===== src/bmd_pkg.sv =====
// constants, types and register map of the buffer manager discard slice
// assumes: wishbone byte addressing, register index times four is the address
package bmd_pkg;

  // register indices; byte address is four times the index
  localparam int BMD_ADR_W = 16;
  localparam logic [13:0] BMD_IDX_PORT1_CNT = 14'h1C06;
  localparam logic [13:0] BMD_IDX_PORT2_CNT = 14'h1C07;
  localparam logic [13:0] BMD_IDX_INIT_STS = 14'h1C08;
  localparam logic [13:0] BMD_IDX_TBL_CMD = 14'h1C09;
  localparam logic [13:0] BMD_IDX_TBL_WDATA = 14'h1C0A;
  localparam logic [13:0] BMD_IDX_TBL_RDATA = 14'h1C0B;

  // field positions and widths
  localparam int BMD_CMD_DIR_BIT = 4;
  localparam int BMD_CMD_IDX_LSB = 0;
  localparam int BMD_CMD_W = 5;
  localparam int BMD_TBL_IDX_W = 4;
  localparam int BMD_TBL_DEPTH = 16;
  localparam int BMD_PROB_W = 10;
  localparam int BMD_READY_BIT = 0;
  localparam int BMD_USAGE_W = 8;

  // reset values and counter saturation value
  localparam logic [31:0] BMD_CNT_RST = 32'h0000_0000;
  localparam logic [31:0] BMD_CNT_MAX = 32'hFFFF_FFFF;
  localparam logic [4:0] BMD_CMD_RST = 5'h00;
  localparam logic [9:0] BMD_PROB_RST = 10'h000;

  // usage range boundaries of the discard table
  localparam logic [7:0] BMD_USE_FINE_END = 8'h40;
  localparam logic [7:0] BMD_USE_MID_END = 8'h80;

  // table initialization sweep length in core clocks
  localparam int BMD_INIT_CYCLES = 256;

  // causes for which an ingress packet is dropped
  typedef struct packed {
    logic space;
    logic red;
    logic yellow;
  } bmd_drop_t;

  // initialization sequence after switch fabric reset
  typedef enum logic [1:0] {
    BMD_ST_SWEEP,
    BMD_ST_WAIT_LOOKUP,
    BMD_ST_READY
  } bmd_init_st_t;

endpackage


===== src/bmd_regs.sv =====
// buffer manager drop counters, init status and random discard table
// assumes: classic wishbone master on clk_i, drop events and usage on clk_i
//
// Contract
// - count port 1 discarded packets, 32 bits
// - count port 2 discarded packets, 32 bits
// - count space, red and yellow discards
// - counter read returns value then clears
// - counter saturates at all ones
// - ready flag is status bit 0
// - ready zero after reset, self-sets later
// - init sequence runs on every reset
// - command write stores value, launches access
// - command bit 4: one reads, zero writes
// - command bits 3:0 pick table entry
// - entries map usage in 8/16/32 steps
// - usage range selects applied discard probability
// - read command loads read data register
// - entries are 10-bit probability in 1/1024
// - table not initialized by reset
//
// Decided for this implementation: the Wishbone register port.
`timescale 1ns/100ps
`default_nettype none

module bmd_regs
  import bmd_pkg::*;
#(
  parameter int INIT_CYCLES = BMD_INIT_CYCLES
) (
  input wire logic clk_i, // core clock, 50 MHz
  input wire logic reset_n_i, // switch fabric reset, active low
  input wire logic wb_cyc_i, // bus cycle
  input wire logic wb_stb_i, // bus strobe
  input wire logic wb_we_i, // bus write
  input wire logic [BMD_ADR_W-1:0] wb_adr_i, // byte address
  input wire logic [3:0] wb_sel_i, // byte lanes
  input wire logic [31:0] wb_dat_i, // write data
  output logic [31:0] wb_dat_o, // read data
  output logic wb_ack_o, // bus acknowledge
  input wire bmd_drop_t port1_drop_i, // port 1 drop causes, per packet
  input wire bmd_drop_t port2_drop_i, // port 2 drop causes, per packet
  input wire logic lookup_done_i, // address lookup table init done
  input wire logic [BMD_USAGE_W-1:0] usage_i, // ingress port buffer usage
  output logic [BMD_PROB_W-1:0] prob_o, // yellow discard probability
  output logic tables_ready_o // buffer manager tables ready
);

  localparam logic [8:0] SWEEP_LAST = 9'(INIT_CYCLES - 1);

  ////////////////////////////////////////////////////////////////////////
  // bus decode

  logic ack_ff, nxt_ack;
  logic [31:0] dat_ff, nxt_dat;
  logic req, wr, rd;
  logic hit_cnt1, hit_cnt2, hit_sts, hit_cmd, hit_wdat, hit_rdat;

  // a request is taken once, in the cycle before ack rises
  assign req = wb_cyc_i & wb_stb_i & ~ack_ff;
  assign wr = req & wb_we_i;
  assign rd = req & ~wb_we_i;
  assign hit_cnt1 = (wb_adr_i[BMD_ADR_W-1:2] == BMD_IDX_PORT1_CNT);
  assign hit_cnt2 = (wb_adr_i[BMD_ADR_W-1:2] == BMD_IDX_PORT2_CNT);
  assign hit_sts = (wb_adr_i[BMD_ADR_W-1:2] == BMD_IDX_INIT_STS);
  assign hit_cmd = (wb_adr_i[BMD_ADR_W-1:2] == BMD_IDX_TBL_CMD);
  assign hit_wdat = (wb_adr_i[BMD_ADR_W-1:2] == BMD_IDX_TBL_WDATA);
  assign hit_rdat = (wb_adr_i[BMD_ADR_W-1:2] == BMD_IDX_TBL_RDATA);

  ////////////////////////////////////////////////////////////////////////
  // drop counters

  logic [31:0] cnt1_ff, nxt_cnt1, cnt2_ff, nxt_cnt2;
  logic ev1, ev2, rd_cnt1, rd_cnt2;

  // any cause drops the packet once
  assign ev1 = port1_drop_i.space | port1_drop_i.red | port1_drop_i.yellow;
  assign ev2 = port2_drop_i.space | port2_drop_i.red | port2_drop_i.yellow;
  assign rd_cnt1 = rd & hit_cnt1;
  assign rd_cnt2 = rd & hit_cnt2;

  // clear on read, event in the read cycle survives as one
  always_comb begin
    nxt_cnt1 = cnt1_ff;
    nxt_cnt2 = cnt2_ff;
    if (rd_cnt1) begin
      nxt_cnt1 = ev1 ? 32'h0000_0001 : BMD_CNT_RST;
    end else if (ev1 && cnt1_ff != BMD_CNT_MAX) begin
      nxt_cnt1 = cnt1_ff + 32'h0000_0001;
    end
    if (rd_cnt2) begin
      nxt_cnt2 = ev2 ? 32'h0000_0001 : BMD_CNT_RST;
    end else if (ev2 && cnt2_ff != BMD_CNT_MAX) begin
      nxt_cnt2 = cnt2_ff + 32'h0000_0001;
    end
  end

  ////////////////////////////////////////////////////////////////////////
  // table initialization sequence

  bmd_init_st_t st_ff, nxt_st;
  logic [8:0] sweep_ff, nxt_sweep;
  logic ready_ff, nxt_ready;

  // restarts from the sweep on every fabric reset
  always_comb begin
    nxt_st = st_ff;
    nxt_sweep = sweep_ff;
    nxt_ready = 1'b0;
    case (st_ff)
      BMD_ST_SWEEP: begin
        nxt_sweep = sweep_ff + 9'h001;
        if (sweep_ff == SWEEP_LAST) begin
          nxt_st = BMD_ST_WAIT_LOOKUP;
        end
      end
      BMD_ST_WAIT_LOOKUP: begin
        if (lookup_done_i) begin
          nxt_st = BMD_ST_READY;
          nxt_ready = 1'b1;
        end
      end
      BMD_ST_READY: begin
        nxt_ready = 1'b1;
      end
      default: begin
        nxt_st = BMD_ST_SWEEP;
      end
    endcase
  end

  ////////////////////////////////////////////////////////////////////////
  // discard table command, data and lookup

  logic [BMD_CMD_W-1:0] cmd_ff, nxt_cmd;
  logic [BMD_PROB_W-1:0] wdat_ff, nxt_wdat, rdat_ff, nxt_rdat, prob_ff, nxt_prob;
  logic [BMD_PROB_W-1:0] tbl_mem [BMD_TBL_DEPTH];
  logic cmd_wr, tbl_we;
  logic [BMD_TBL_IDX_W-1:0] use_idx;
  logic [BMD_PROB_W-1:0] cmd_entry;

  assign cmd_wr = wr & hit_cmd & wb_sel_i[0];
  assign tbl_we = cmd_wr & ~wb_dat_i[BMD_CMD_DIR_BIT];
  assign cmd_entry = tbl_mem[wb_dat_i[BMD_TBL_IDX_W-1:0]];

  // usage to entry: 8-buffer, then 16, then 32-buffer steps
  always_comb begin
    if (usage_i < BMD_USE_FINE_END) begin
      use_idx = {1'b0, usage_i[5:3]};
    end else if (usage_i < BMD_USE_MID_END) begin
      use_idx = {2'b10, usage_i[5:4]};
    end else begin
      use_idx = {2'b11, usage_i[6:5]};
    end
  end

  // command store and launch, write data, read data, lookup
  always_comb begin
    nxt_cmd = cmd_ff;
    nxt_wdat = wdat_ff;
    nxt_rdat = rdat_ff;
    nxt_prob = tbl_mem[use_idx];
    if (cmd_wr) begin
      nxt_cmd = wb_dat_i[BMD_CMD_W-1:0];
      if (wb_dat_i[BMD_CMD_DIR_BIT]) begin
        nxt_rdat = cmd_entry;
      end
    end
    if (wr && hit_wdat) begin
      if (wb_sel_i[0]) begin
        nxt_wdat[7:0] = wb_dat_i[7:0];
      end
      if (wb_sel_i[1]) begin
        nxt_wdat[9:8] = wb_dat_i[9:8];
      end
    end
  end

  // table has no reset, host must fill it
  always_ff @(posedge clk_i) begin
    if (tbl_we) begin
      tbl_mem[wb_dat_i[BMD_TBL_IDX_W-1:0]] <= wdat_ff;
    end
  end

  ////////////////////////////////////////////////////////////////////////
  // read mux and acknowledge

  always_comb begin
    nxt_ack = req;
    nxt_dat = 32'h0000_0000;
    if (rd) begin
      if (hit_cnt1) begin
        nxt_dat = cnt1_ff;
      end else if (hit_cnt2) begin
        nxt_dat = cnt2_ff;
      end else if (hit_sts) begin
        nxt_dat[BMD_READY_BIT] = ready_ff;
      end else if (hit_cmd) begin
        nxt_dat[BMD_CMD_W-1:0] = cmd_ff;
      end else if (hit_wdat) begin
        nxt_dat[BMD_PROB_W-1:0] = wdat_ff;
      end else if (hit_rdat) begin
        nxt_dat[BMD_PROB_W-1:0] = rdat_ff;
      end
    end
  end

  // all state registers except the discard table memory
  always_ff @(posedge clk_i or negedge reset_n_i) begin
    if (!reset_n_i) begin
      ack_ff <= 1'b0;
      dat_ff <= 32'h0000_0000;
      cnt1_ff <= BMD_CNT_RST;
      cnt2_ff <= BMD_CNT_RST;
      st_ff <= BMD_ST_SWEEP;
      sweep_ff <= 9'h000;
      ready_ff <= 1'b0;
      cmd_ff <= BMD_CMD_RST;
      wdat_ff <= BMD_PROB_RST;
      rdat_ff <= BMD_PROB_RST;
      prob_ff <= BMD_PROB_RST;
    end else begin
      ack_ff <= nxt_ack;
      dat_ff <= nxt_dat;
      cnt1_ff <= nxt_cnt1;
      cnt2_ff <= nxt_cnt2;
      st_ff <= nxt_st;
      sweep_ff <= nxt_sweep;
      ready_ff <= nxt_ready;
      cmd_ff <= nxt_cmd;
      wdat_ff <= nxt_wdat;
      rdat_ff <= nxt_rdat;
      prob_ff <= nxt_prob;
    end
  end

  assign wb_ack_o = ack_ff;
  assign wb_dat_o = dat_ff;
  assign prob_o = prob_ff;
  assign tables_ready_o = ready_ff;
endmodule

`default_nettype wire


===== config.mk =====
export PLATFORM = sky130hd
export DESIGN_NAME = bmd_regs
export DESIGN_NICKNAME = d
export VERILOG_FILES = /design/src/bmd_pkg.sv /design/src/bmd_regs.sv
export SDC_FILE = /design/constraint.sdc
export NUM_CORES = 1
export LEC_CHECK = 0
export ABC_CLOCK_PERIOD_IN_PS = 5100
export BUFFER_PORTS_ARGS = -buffer_cell sky130_fd_sc_hd__buf_2
export CAP_MARGIN = 10
export CORE_MARGIN = 1.5
export CORE_UTILIZATION = 34
export DETAILED_ROUTE_END_ITERATION = 6
export PLACE_DENSITY_LB_ADDON = 0.3
export RECOVER_POWER = 100
export SETUP_SLACK_MARGIN = 0.4
export SYNTH_ARGS = -nofsm -noshare
export SYNTH_HDL_FRONTEND = slang
export SYNTH_SLANG_ARGS = --single-unit

===== constraint.sdc =====
create_clock -name clk_i -period 5.1 [get_ports clk_i]
set_input_delay 1.02 -clock clk_i [delete_from_list [all_inputs] [get_ports clk_i]]
set_output_delay 1.02 -clock clk_i [all_outputs]
set_load 0.05 [all_outputs]

==> impl_metrics.py, run 1 <==
metrics = {
    "yosys": {
        "async_reset_ff_share_pct": 47.4,
        "yosysMostFrequentCell": "edfxtp_1",
        "ys_warn_count": 0,
        "yosysUniqueCellTypes": 61,
        "synth_edf_count": 160,
        "synth_commonest_cells": "edfxtp_1 (160), dfrtp_1 (144), a21oi_1 (63), nand2_1 (60), o21ai_0 (60)",
        "syn-instance-count": 1091,
        "synth_area_um2": 14300,
        "yosysTopAreaCell": "edfxtp_1",
        "synth_area_leaders": "edfxtp_1 (34%), dfrtp_1 (25%), mux4_2 (7.9%)",
        "synth_top_area_share_pct": 33.6,
        "ys_ff_latch": 304,
        "synth_top_flop_cell": "edfxtp_1",
        "synthesis.nets": 1171,
        "yosysSeqAreaShare_pct": 58.8,
        "syn_avg_cell_area_um2": 13.1,
    },
    "sta": {
        "setup_slack_ns": 0.940,
        "fin_skew_ns": 0.0215,
        "min_period_ns": 4.16,
        "fmax_mhz": 240,
        "tightest_slew_ns": 2.39,
        "setup_violations": 0,
        "fin_crit_sh_pct": 81.6,
        "rsz0062_at_grt": "no",
        "slew_viol_final": 112,
        "holdWs_ns": 0.467,
        "setup-tns-final_ns": 0,
        "hold_violations": 0,
        "maxSlewHeadroom_pct": -59.6,
    },
    "clocking": {
        "cts_tree": "yes",
        "cts_resized": 0,
        "ctsHtreeMaxLevel": 2,
        "clkSlewWorstSetupHoldPaths_ns": 0.06,
        "clkLatencyLatePin_ns": 0.55,
        "post_cts_buffers": 0,
        "clock_sinks": 304,
        "cts_buffer_depth": 3,
        "cts.hold.buffers_added": 0,
        "cts_made_buffers": 36,
        "clock-root-buffer": "clkbuf_16",
    },
    "power_and_ir_drop": {
        "p_sw_mw": 1.30,
        "finalPower_mw": 5.69,
        "swShare_pct": 22.9,
        "pwr-share-seq_pct": 47.4,
        "p_leak_nw": 6.32,
        "power_density_nw_per_um2": 347,
        "p_int_mw": 4.39,
        "p_comb_share_pct": 5.8,
        "peakVddDrop_mv": 0.190,
        "clkPwrFrac_pct": 46.8,
    },
    "floorplan": {
        "die_w_um": 208,
        "ios": 116,
        "start_util_pct": 34.8,
        "row_count": 74,
        "die_h_um": 208,
        "core_um2": 41100,
        "die_area_um2": 43300,
    },
    "critical_path": {
        "critPathSlowestCell": "mux2i_2",
        "slowest_delay_ns": 1.42,
        "worst_setup_path_end_kind": "flop",
        "crit_arrival_ns": 4.55,
        "crit_fanout": 23,
        "startpoint_type": "input pin",
        "critPathRequiredTime_ns": 5.49,
        "crit_type": "input pin to flop",
        "path_cells": "buf_2 -> mux2_1 -> mux2i_2 -> buf_4 -> o21ai_0 -> or4_1",
    },
    "final_layout": {
        "drive_above_1_share_pct": 16.8,
        "fin_cells": 1739,
        "utilization_pct": 39.9,
        "area.sequential_um2": 8410,
        "multi_input_area_um2": 5490,
        "nNetsFinal": 1258,
        "final_area_um2": 16400,
        "area_delta_synth_final_pct": 14.8,
        "fill_cells": 3949,
    },
    "grt": {
        "grt-ovfl-total": 0,
        "grt_max_degree": 88,
        "groute.usage.overall_pct": 17.0,
        "grt_first_pass_wirelength_mm": 57.1,
        "grt_antenna_before_repair": 4,
        "grt_pass1_vias": 9739,
    },
    "detailed_routing": {
        "first_iter_violations": 702,
        "routed_wl_mm": 36.2,
        "ant_nets": 0,
        "routedWlPerCell_um": 20.8,
        "num_vias": 9802,
        "via_per_inst": 5.64,
        "first_pass_iters": 5,
        "drc": 0,
    },
    "flow_run": {
        "drv_cap": 2,
    },
    "outcome": {
        "failed_checks": "max-capacitance violations, max-slew violations",
        "status": "complete, but fails checks",
    },
    "place": {
        "numPortBuffers": 86,
        "place_congestion": 0.834,
        "preCtsSetupSlack_ns": 0.983,
        "dpl.hpwl_mm": 24.8,
        "placed_area_um2": 15300,
        "place_inst": 1672,
    },
    "min_path": {
        "hold_class": "flop to flop",
    },
}
==> sequential cells by signal, indices dropped and copies added, names as in the netlist <==
name / count
tbl_mem: 160
cnt1_ff: 32
cnt2_ff: 32
wb_dat_o: 32
prob_o: 10
rdat_ff: 10
wdat_ff: 10
sweep_ff: 9
cmd_ff: 5
st_ff: 2
tables_ready_o: 1
wb_ack_o: 1
==> routing by layer <==
layer / routed length, µm / GRT usage [%]
met2: 17500 / 27.5
met5: 27 / 0
met1: 16200 / 23.1
met4: 766 / 5.08
met3: 1720 / 3.15
==> worst max-delay path, delay by kind of cell <==
family                 cells  cell delay (ns)
AO/OA/AOI/OAI              1             0.16
buffers and inverters      2             0.58
multiplexers               2             2.21
AND/OR/NAND/NOR            1             0.56
==> cell type report <==
class	instances	share of cell area, %
diodes	2	0.0305
clock buffers	53	6.45
clock inverters	12	1.11
inverters	17	0.389
multi-input cells	702	33.5
flip-flops and latches	304	51.3
well taps	532	4.06
repair buffers	117	3.23
==> power by group through the flow <==
stage / Clock, mW / Sequential, mW / Combinational [mW]
final: 2.67 / 2.70 / 0.327
after global routing: 2.83 / 2.71 / 0.367
after CTS: 2.74 / 2.70 / 0.337
after detailed placement: 0 / 2.74 / 0.335
after global placement: 0 / 2.74 / 0.328
after floorplan: 0 / 2.74 / 0.208
==> layout by cell type, fill, tap and decap left out, drive strengths merged, types with 3 or more instances in the layout <==
cell type  Yosys  final
nand3b         5      5
nand3         39     39
mux4          50     50
or3           40     40
nor3          12     12
bufinv         0      4
o31ai         16     16
buf           23     51
edfxtp       160    160
and2           9      9
nor2          46     46
clkinv         0      5
xnor2         13     13
a221oi        15     15
a211oi         9      9
or4           26     26
and4           9      9
nor2b          5      5
a22oi          7      7
clkbuf        45    119
o211ai         5      5
nor4           7      7
mux2          38     38
nand4         19     19
o22a           5      5
xor2           3      3
o22ai         17     17
o21ai         61     61
a22o          37     37
nand2b         5      5
a21oi         63     63
mux2i         41     41
dfrtp        144    144
nor3b          3      3
nand2         60     60
and3           8      8
ha             8      8
inv           17     18
==> final timing paths <==
| check | start | to | slack [ns] | cells past startpoint |
|---|---|---|---|---|
| worst max-delay path | usage_i[6] | prob_o[1] | 0.94 | 6 |
| worst max register to register | wb_ack_o | tbl_mem[2][9] | 1.90 | 6 |
| min in group asynchronous | reset_n_i | prob_o[8] | 1.18 | 1 |
| max in group asynchronous | reset_n_i | cnt1_ff[11] | 1.71 | 2 |
| worst min-delay path | sweep_ff[4] | sweep_ff[4] | 0.47 | 1 |
| worst min register to register | sweep_ff[4] | sweep_ff[4] | 0.47 | 1 |
==> cell families (layout without fill, tap and decap cells) <==
family / after synthesis / in the layout / synth area share, %
other cells: 0 / 2 / 0
fa+ha+maj: 8 / 8 / 0.700
flops: 304 / 304 / 58.8
xor+xnor: 16 / 16 / 0.981
buf+inv: 85 / 199 / 2.42
compound gates: 247 / 247 / 11.3
mux: 129 / 129 / 13.8
simple gates: 302 / 302 / 11.9
Power figures use the tool's default switching activity.
==> inputs of run 2 (changes only) <==
- ABC_CLOCK_PERIOD_IN_PS: 5100 -> 4200
- clock period: 5.1 -> 4.2 ns (I/O delays scaled with it)
==> run 2 against run 1 <==
  * The run still ends with max-capacitance violations, max-slew violations left
  * Power is 20% higher
  * Sequential cell count is the same
  * Register-to-register slack worse by 0.49 ns
  * Non-clock buffer count rose by 8
  * Clock-buffer cell count is 6 higher
  * Die area unchanged
  * First-iteration DRC count decreased by 5.0%
  * Critical endpoint is now prob_o[2]
  * Largest power group unchanged
==> impl_metrics.py, run 2 (synthesis gave the netlist of run 1 again) <==
metrics = {
    "sta": {
        "fmax_mhz": 288,
        "fin_crit_sh_pct": 82.8,
        "hold_violations": 0,
        "rsz0062_at_grt": "no",
        "setup-tns-final_ns": 0,
        "setup_slack_ns": 0.724,
        "maxSlewHeadroom_pct": -77.5,
        "slew_viol_final": 120,
        "tightest_slew_ns": 2.66,
        "fin_skew_ns": 0.0172,
        "min_period_ns": 3.48,
        "setup_violations": 0,
    },
    "clocking": {
        "clock_sinks": 304,
        "clkLatencyLatePin_ns": 0.53,
        "cts.hold.buffers_added": 0,
        "cts_buffer_depth": 3,
        "post_cts_buffers": 0,
        "clkSlewWorstSetupHoldPaths_ns": 0.05,
        "cts_resized": 0,
        "cts_made_buffers": 36,
        "clock-root-buffer": "clkbuf_16",
        "cts_tree": "yes",
        "ctsHtreeMaxLevel": 2,
    },
    "final_layout": {
        "largest_reg_flops": 160,
        "area.sequential_um2": 8410,
        "multi_input_area_um2": 5490,
        "drive_above_1_share_pct": 17.5,
        "layout_commonest_cell": "edfxtp_1",
        "fill_cells": 3889,
        "mostFrequentLayoutCells": "edfxtp_1 (160), dfrtp_1 (144), clkbuf_1 (73)",
        "nNetsFinal": 1266,
        "area_delta_synth_final_pct": 15.3,
        "fin_cells": 1747,
        "utilization_pct": 40.1,
    },
    "detailed_routing": {
        "ant_nets": 0,
        "via_per_inst": 5.54,
        "routed_wl_mm": 35.9,
        "num_vias": 9682,
        "routedWlPerCell_um": 20.5,
        "first_pass_iters": 6,
        "drc": 0,
        "first_iter_violations": 667,
    },
    "critical_path": {
        "critPathSlowestCell": "mux2i_2",
        "path_cells": "buf_2 -> mux2_1 -> mux2i_2 -> buf_4 -> mux2_2 -> a22oi_1 -> nand3_1",
        "crit_fanout": 23,
        "cpLargestDelayFamily": "multiplexers",
        "worstSetupStartpoint": "usage_i[6]",
        "slowest_delay_ns": 1.26,
        "crit_arrival_ns": 3.87,
        "timing.rr.start": "wb_ack_o",
        "startpoint_type": "input pin",
        "worst_setup_path_end_kind": "flop",
        "critPathRequiredTime_ns": 4.59,
        "cp_num_buf_inv": 2,
        "crit_type": "input pin to flop",
    },
    "grt": {
        "groute.usage.overall_pct": 16.6,
        "grt_pass1_vias": 9701,
        "grt_antenna_before_repair": 4,
        "grt_max_degree": 97,
        "grt_first_pass_wirelength_mm": 55.9,
        "grt-ovfl-total": 0,
    },
    "floorplan": {
        "ios": 116,
        "row_count": 74,
        "die_w_um": 208,
        "core_um2": 41100,
        "start_util_pct": 34.8,
        "die_h_um": 208,
        "die_area_um2": 43300,
    },
    "min_path": {
        "hold_class": "flop to flop",
        "min_from": "sweep_ff[4]",
    },
    "place": {
        "numPortBuffers": 86,
        "place_inst": 1680,
        "place_congestion": 0.820,
        "dpl.hpwl_mm": 24.5,
        "preCtsSetupSlack_ns": 0.536,
    },
    "power_and_ir_drop": {
        "peakVddDrop_mv": 0.249,
        "p_comb_share_pct": 5.8,
        "clkPwrFrac_pct": 46.1,
        "power_density_nw_per_um2": 415,
        "p_leak_nw": 6.39,
        "pwr-share-seq_pct": 48.0,
        "p_sw_mw": 1.57,
        "p_int_mw": 5.26,
        "swShare_pct": 23.0,
    },
    "outcome": {
        "failed_checks": "max-capacitance violations, max-slew violations",
        "status": "complete, but fails checks",
    },
    "flow_run": {
        "drv_cap": 2,
    },
}
-- run 2: final timing paths --
kind                                 end  cells after the start  slack [ns]
max                            prob_o[2]                      7        0.72
min                          sweep_ff[4]                      1        0.46
max reg2reg                tbl_mem[0][1]                      6        1.41
min reg2reg                  sweep_ff[4]                      1        0.46
max in group asynchronous    wb_dat_o[5]                      1        1.48
min in group asynchronous      prob_o[8]                      1        1.12
-- run 2: power groups by stage --
stage               combinational (mW)  clock [mW]  sequential (mW)
floorplan                        0.252           0             3.33
CTS                              0.409        3.22             3.28
finish                           0.399        3.15             3.28
global placement                 0.400           0             3.33
global route                     0.440        3.35             3.29
detailed placement               0.407           0             3.33
-- run 2: final cells by class --
cell class / instances / share of cell area, %
multi-input combinational: 702 / 33.3
sequential: 304 / 51.0
clock buffer: 59 / 6.75
antenna: 1 / 0.0152
timing repair buffer: 125 / 3.87
clock inverter: 7 / 0.577
tap: 532 / 4.04
inverter: 17 / 0.387
-- run 2: metal layers --
| metal | vias up | part of all wire, % | global-route usage (%) |
|---|---|---|---|
| met4 | 6 | 3.1 | 6.07 |
| met3 | 79 | 4.3 | 2.54 |
| met1 | 4835 | 44 | 22.4 |
| li1 | 4507 | - | - |
| met5 | - | 0.11 | 0 |
| met2 | 255 | 48 | 27.1 |
-- run 2: metrics by stage --
step / total power, mW / cell area [µm²] / hold slack (ns)
2_1_floorplan: 3.58 / 14300 / 0.438
3_3_place_gp: 3.73 / 15400 / 0.457
3_5_place_dp: 3.74 / 15400 / 0.458
4_1_cts: 6.91 / 16600 / 0.467
5_1_grt: 7.08 / 16500 / 0.489
6_report: 6.83 / 16500 / 0.465
-- run 2: worst register-to-register path, delay by kind of cell, from the launching register on --
kind | cells | cell delay [ns]
and+or+nand+nor | 5 | 1.48
buffers and inverters | 1 | 0.57
DFF | 1 | 0.37
==> inputs of run 3 (changes only) <==
- ABC_CLOCK_PERIOD_IN_PS: 4200 -> 3000
- clock period: 4.2 -> 3 ns (I/O delays scaled with it)
==> run 3 against run 2 <==
  * Critical endpoint is now tbl_mem[1][9]
  * The flow still finishes with violations (max-capacitance violations, max-slew violations)
  * Global-route usage increased by 0.22 points
  * Sequential cell count unchanged
  * Largest cell class unchanged
  * Critical path depth unchanged
==> impl_metrics.py, run 3 (synthesis gave the netlist of run 1 again) <==
metrics = {
    "critical_path": {
        "rrSetupSlack_ns": 0.54,
        "crit_type": "input pin to flop",
        "r2r_end": "tbl_mem[1][9]",
        "cpLargestDelayFamily": "simple AND/OR/NAND/NOR gates",
        "worst_path_most_repeated_cell": "nor3_1",
        "timing.rr.start": "wb_ack_o",
        "critPathRequiredTime_ns": 3.25,
        "worst_setup_path_end_kind": "flop",
        "critPathSlowestCell": "or4b_1",
        "cp_num_buf_inv": 2,
        "startpoint_type": "input pin",
        "path_cells": "buf_2 -> or4_1 -> nor3_1 -> nand3_1 -> or4b_1 -> nor3_1 -> buf_12",
        "crit_arrival_ns": 2.97,
        "ff2ff_path_depth": 6,
        "crit_fanout": 10,
        "slowest_delay_ns": 0.62,
    },
    "sta": {
        "fmax_mhz": 368,
        "setup_slack_ns": 0.285,
        "hold_violations": 0,
        "tightest_slew_ns": 1.80,
        "setup-tns-final_ns": 0,
        "setup_violations": 0,
        "slew_viol_final": 65,
        "min_period_ns": 2.71,
        "fin_crit_sh_pct": 90.5,
        "fin_skew_ns": 0.0230,
        "maxSlewHeadroom_pct": -20.3,
        "rsz0062_at_grt": "no",
        "holdWs_ns": 0.288,
    },
    "detailed_routing": {
        "first_pass_iters": 5,
        "drc": 0,
        "ant_nets": 0,
        "first_iter_violations": 784,
        "routedWlPerCell_um": 20.5,
        "via_per_inst": 5.59,
        "num_vias": 9855,
        "routed_wl_mm": 36.1,
    },
    "final_layout": {
        "fill_cells": 3926,
        "mostFrequentLayoutCells": "edfxtp_1 (160), dfrtp_1 (144), clkbuf_1 (64)",
        "area_delta_synth_final_pct": 17.6,
        "area.sequential_um2": 8410,
        "drive_above_1_share_pct": 19.7,
        "nNetsFinal": 1285,
        "largest_reg_flops": 160,
        "multi_input_area_um2": 5550,
        "utilization_pct": 40.9,
        "layout_commonest_cell": "edfxtp_1",
        "fin_cells": 1764,
        "antenna_cells": 0,
        "final_area_um2": 16800,
    },
    "min_path": {
        "hold_depth": 2,
        "hold_end": "wdat_ff[7]",
        "min_from": "wb_dat_i[7]",
        "hold_class": "input pin to flop",
    },
    "floorplan": {
        "start_util_pct": 34.8,
        "core_um2": 41100,
        "die_area_um2": 43300,
        "ios": 116,
        "die_w_um": 208,
        "row_count": 74,
        "die_h_um": 208,
    },
    "grt": {
        "grt_max_degree": 65,
        "grt_first_pass_wirelength_mm": 56.7,
        "grt_antenna_before_repair": 0,
        "groute.usage.overall_pct": 16.8,
        "grt-ovfl-total": 0,
        "grt_pass1_vias": 9721,
    },
    "place": {
        "preCtsSetupSlack_ns": 0.0702,
        "numPortBuffers": 86,
        "placed_area_um2": 15900,
        "dpl.hpwl_mm": 25.4,
        "place_congestion": 0.818,
        "place_inst": 1699,
    },
    "clocking": {
        "clock_sinks": 304,
        "cts_tree": "yes",
        "ctsHtreeMaxLevel": 2,
        "clkSlewWorstSetupHoldPaths_ns": 0.06,
        "clkLatencyLatePin_ns": 0.55,
        "cts_made_buffers": 35,
        "clock-root-buffer": "clkbuf_16",
        "cts.hold.buffers_added": 0,
        "cts_buffer_depth": 3,
    },
    "flow_run": {
        "drv_cap": 1,
    },
    "power_and_ir_drop": {
        "p_leak_nw": 6.52,
        "finalPower_mw": 9.53,
        "peakVddDrop_mv": 0.393,
        "power_density_nw_per_um2": 567,
    },
    "outcome": {
        "status": "complete, but fails checks",
        "failed_checks": "max-capacitance violations, max-slew violations",
    },
}
## run 3: layout make-up
cell class,count,share of cell area [%]
clock buffer,47,5.78
sequential,304,50.0
tap,532,3.96
clock inverter,17,1.27
timing repair buffer,145,5.56
multi-input combinational,702,33.0
inverter,17,0.380
## run 3: worst max-delay path by stage
| stage | start | to | slack, ns | cells after the start |
|---|---|---|---|---|
| after floorplan | wb_adr_i[7] | tbl_mem[1][0] | 0.19 | 6 |
| after global placement | wb_adr_i[7] | tbl_mem[8][8] | 0.1 | 7 |
| after detailed placement | wb_adr_i[7] | tbl_mem[8][9] | 0.07 | 7 |
| after CTS | cnt1_ff[0] | cnt1_ff[21] | 0.53 | 6 |
| after global routing | wb_adr_i[7] | tbl_mem[1][9] | 0.21 | 7 |
| final | wb_adr_i[7] | tbl_mem[1][9] | 0.29 | 7 |
## run 3: power breakdown
part	internal, mW	switching [mW]	total, mW
registers	4.46	0.130	4.59
logic	0.214	0.372	0.586
clock network	2.57	1.78	4.35
total	7.24	2.28	9.53
## run 3: routing by layer
| layer | share of wire (%) | track usage, % | vias to the layer above |
|---|---|---|---|
| met4 | 2.3 | 5.24 | 0 |
| met2 | 46 | 26.3 | 270 |
| met3 | 5.2 | 3.03 | 59 |
| li1 | - | - | 4528 |
| met1 | 46 | 23.8 | 4998 |
| met5 | 0 | 0 | - |
## run 3: what timing repair did
item	CTS	global route
gates resized for setup	0	1
setup endpoints to repair	0	9
buffers inserted	0	1
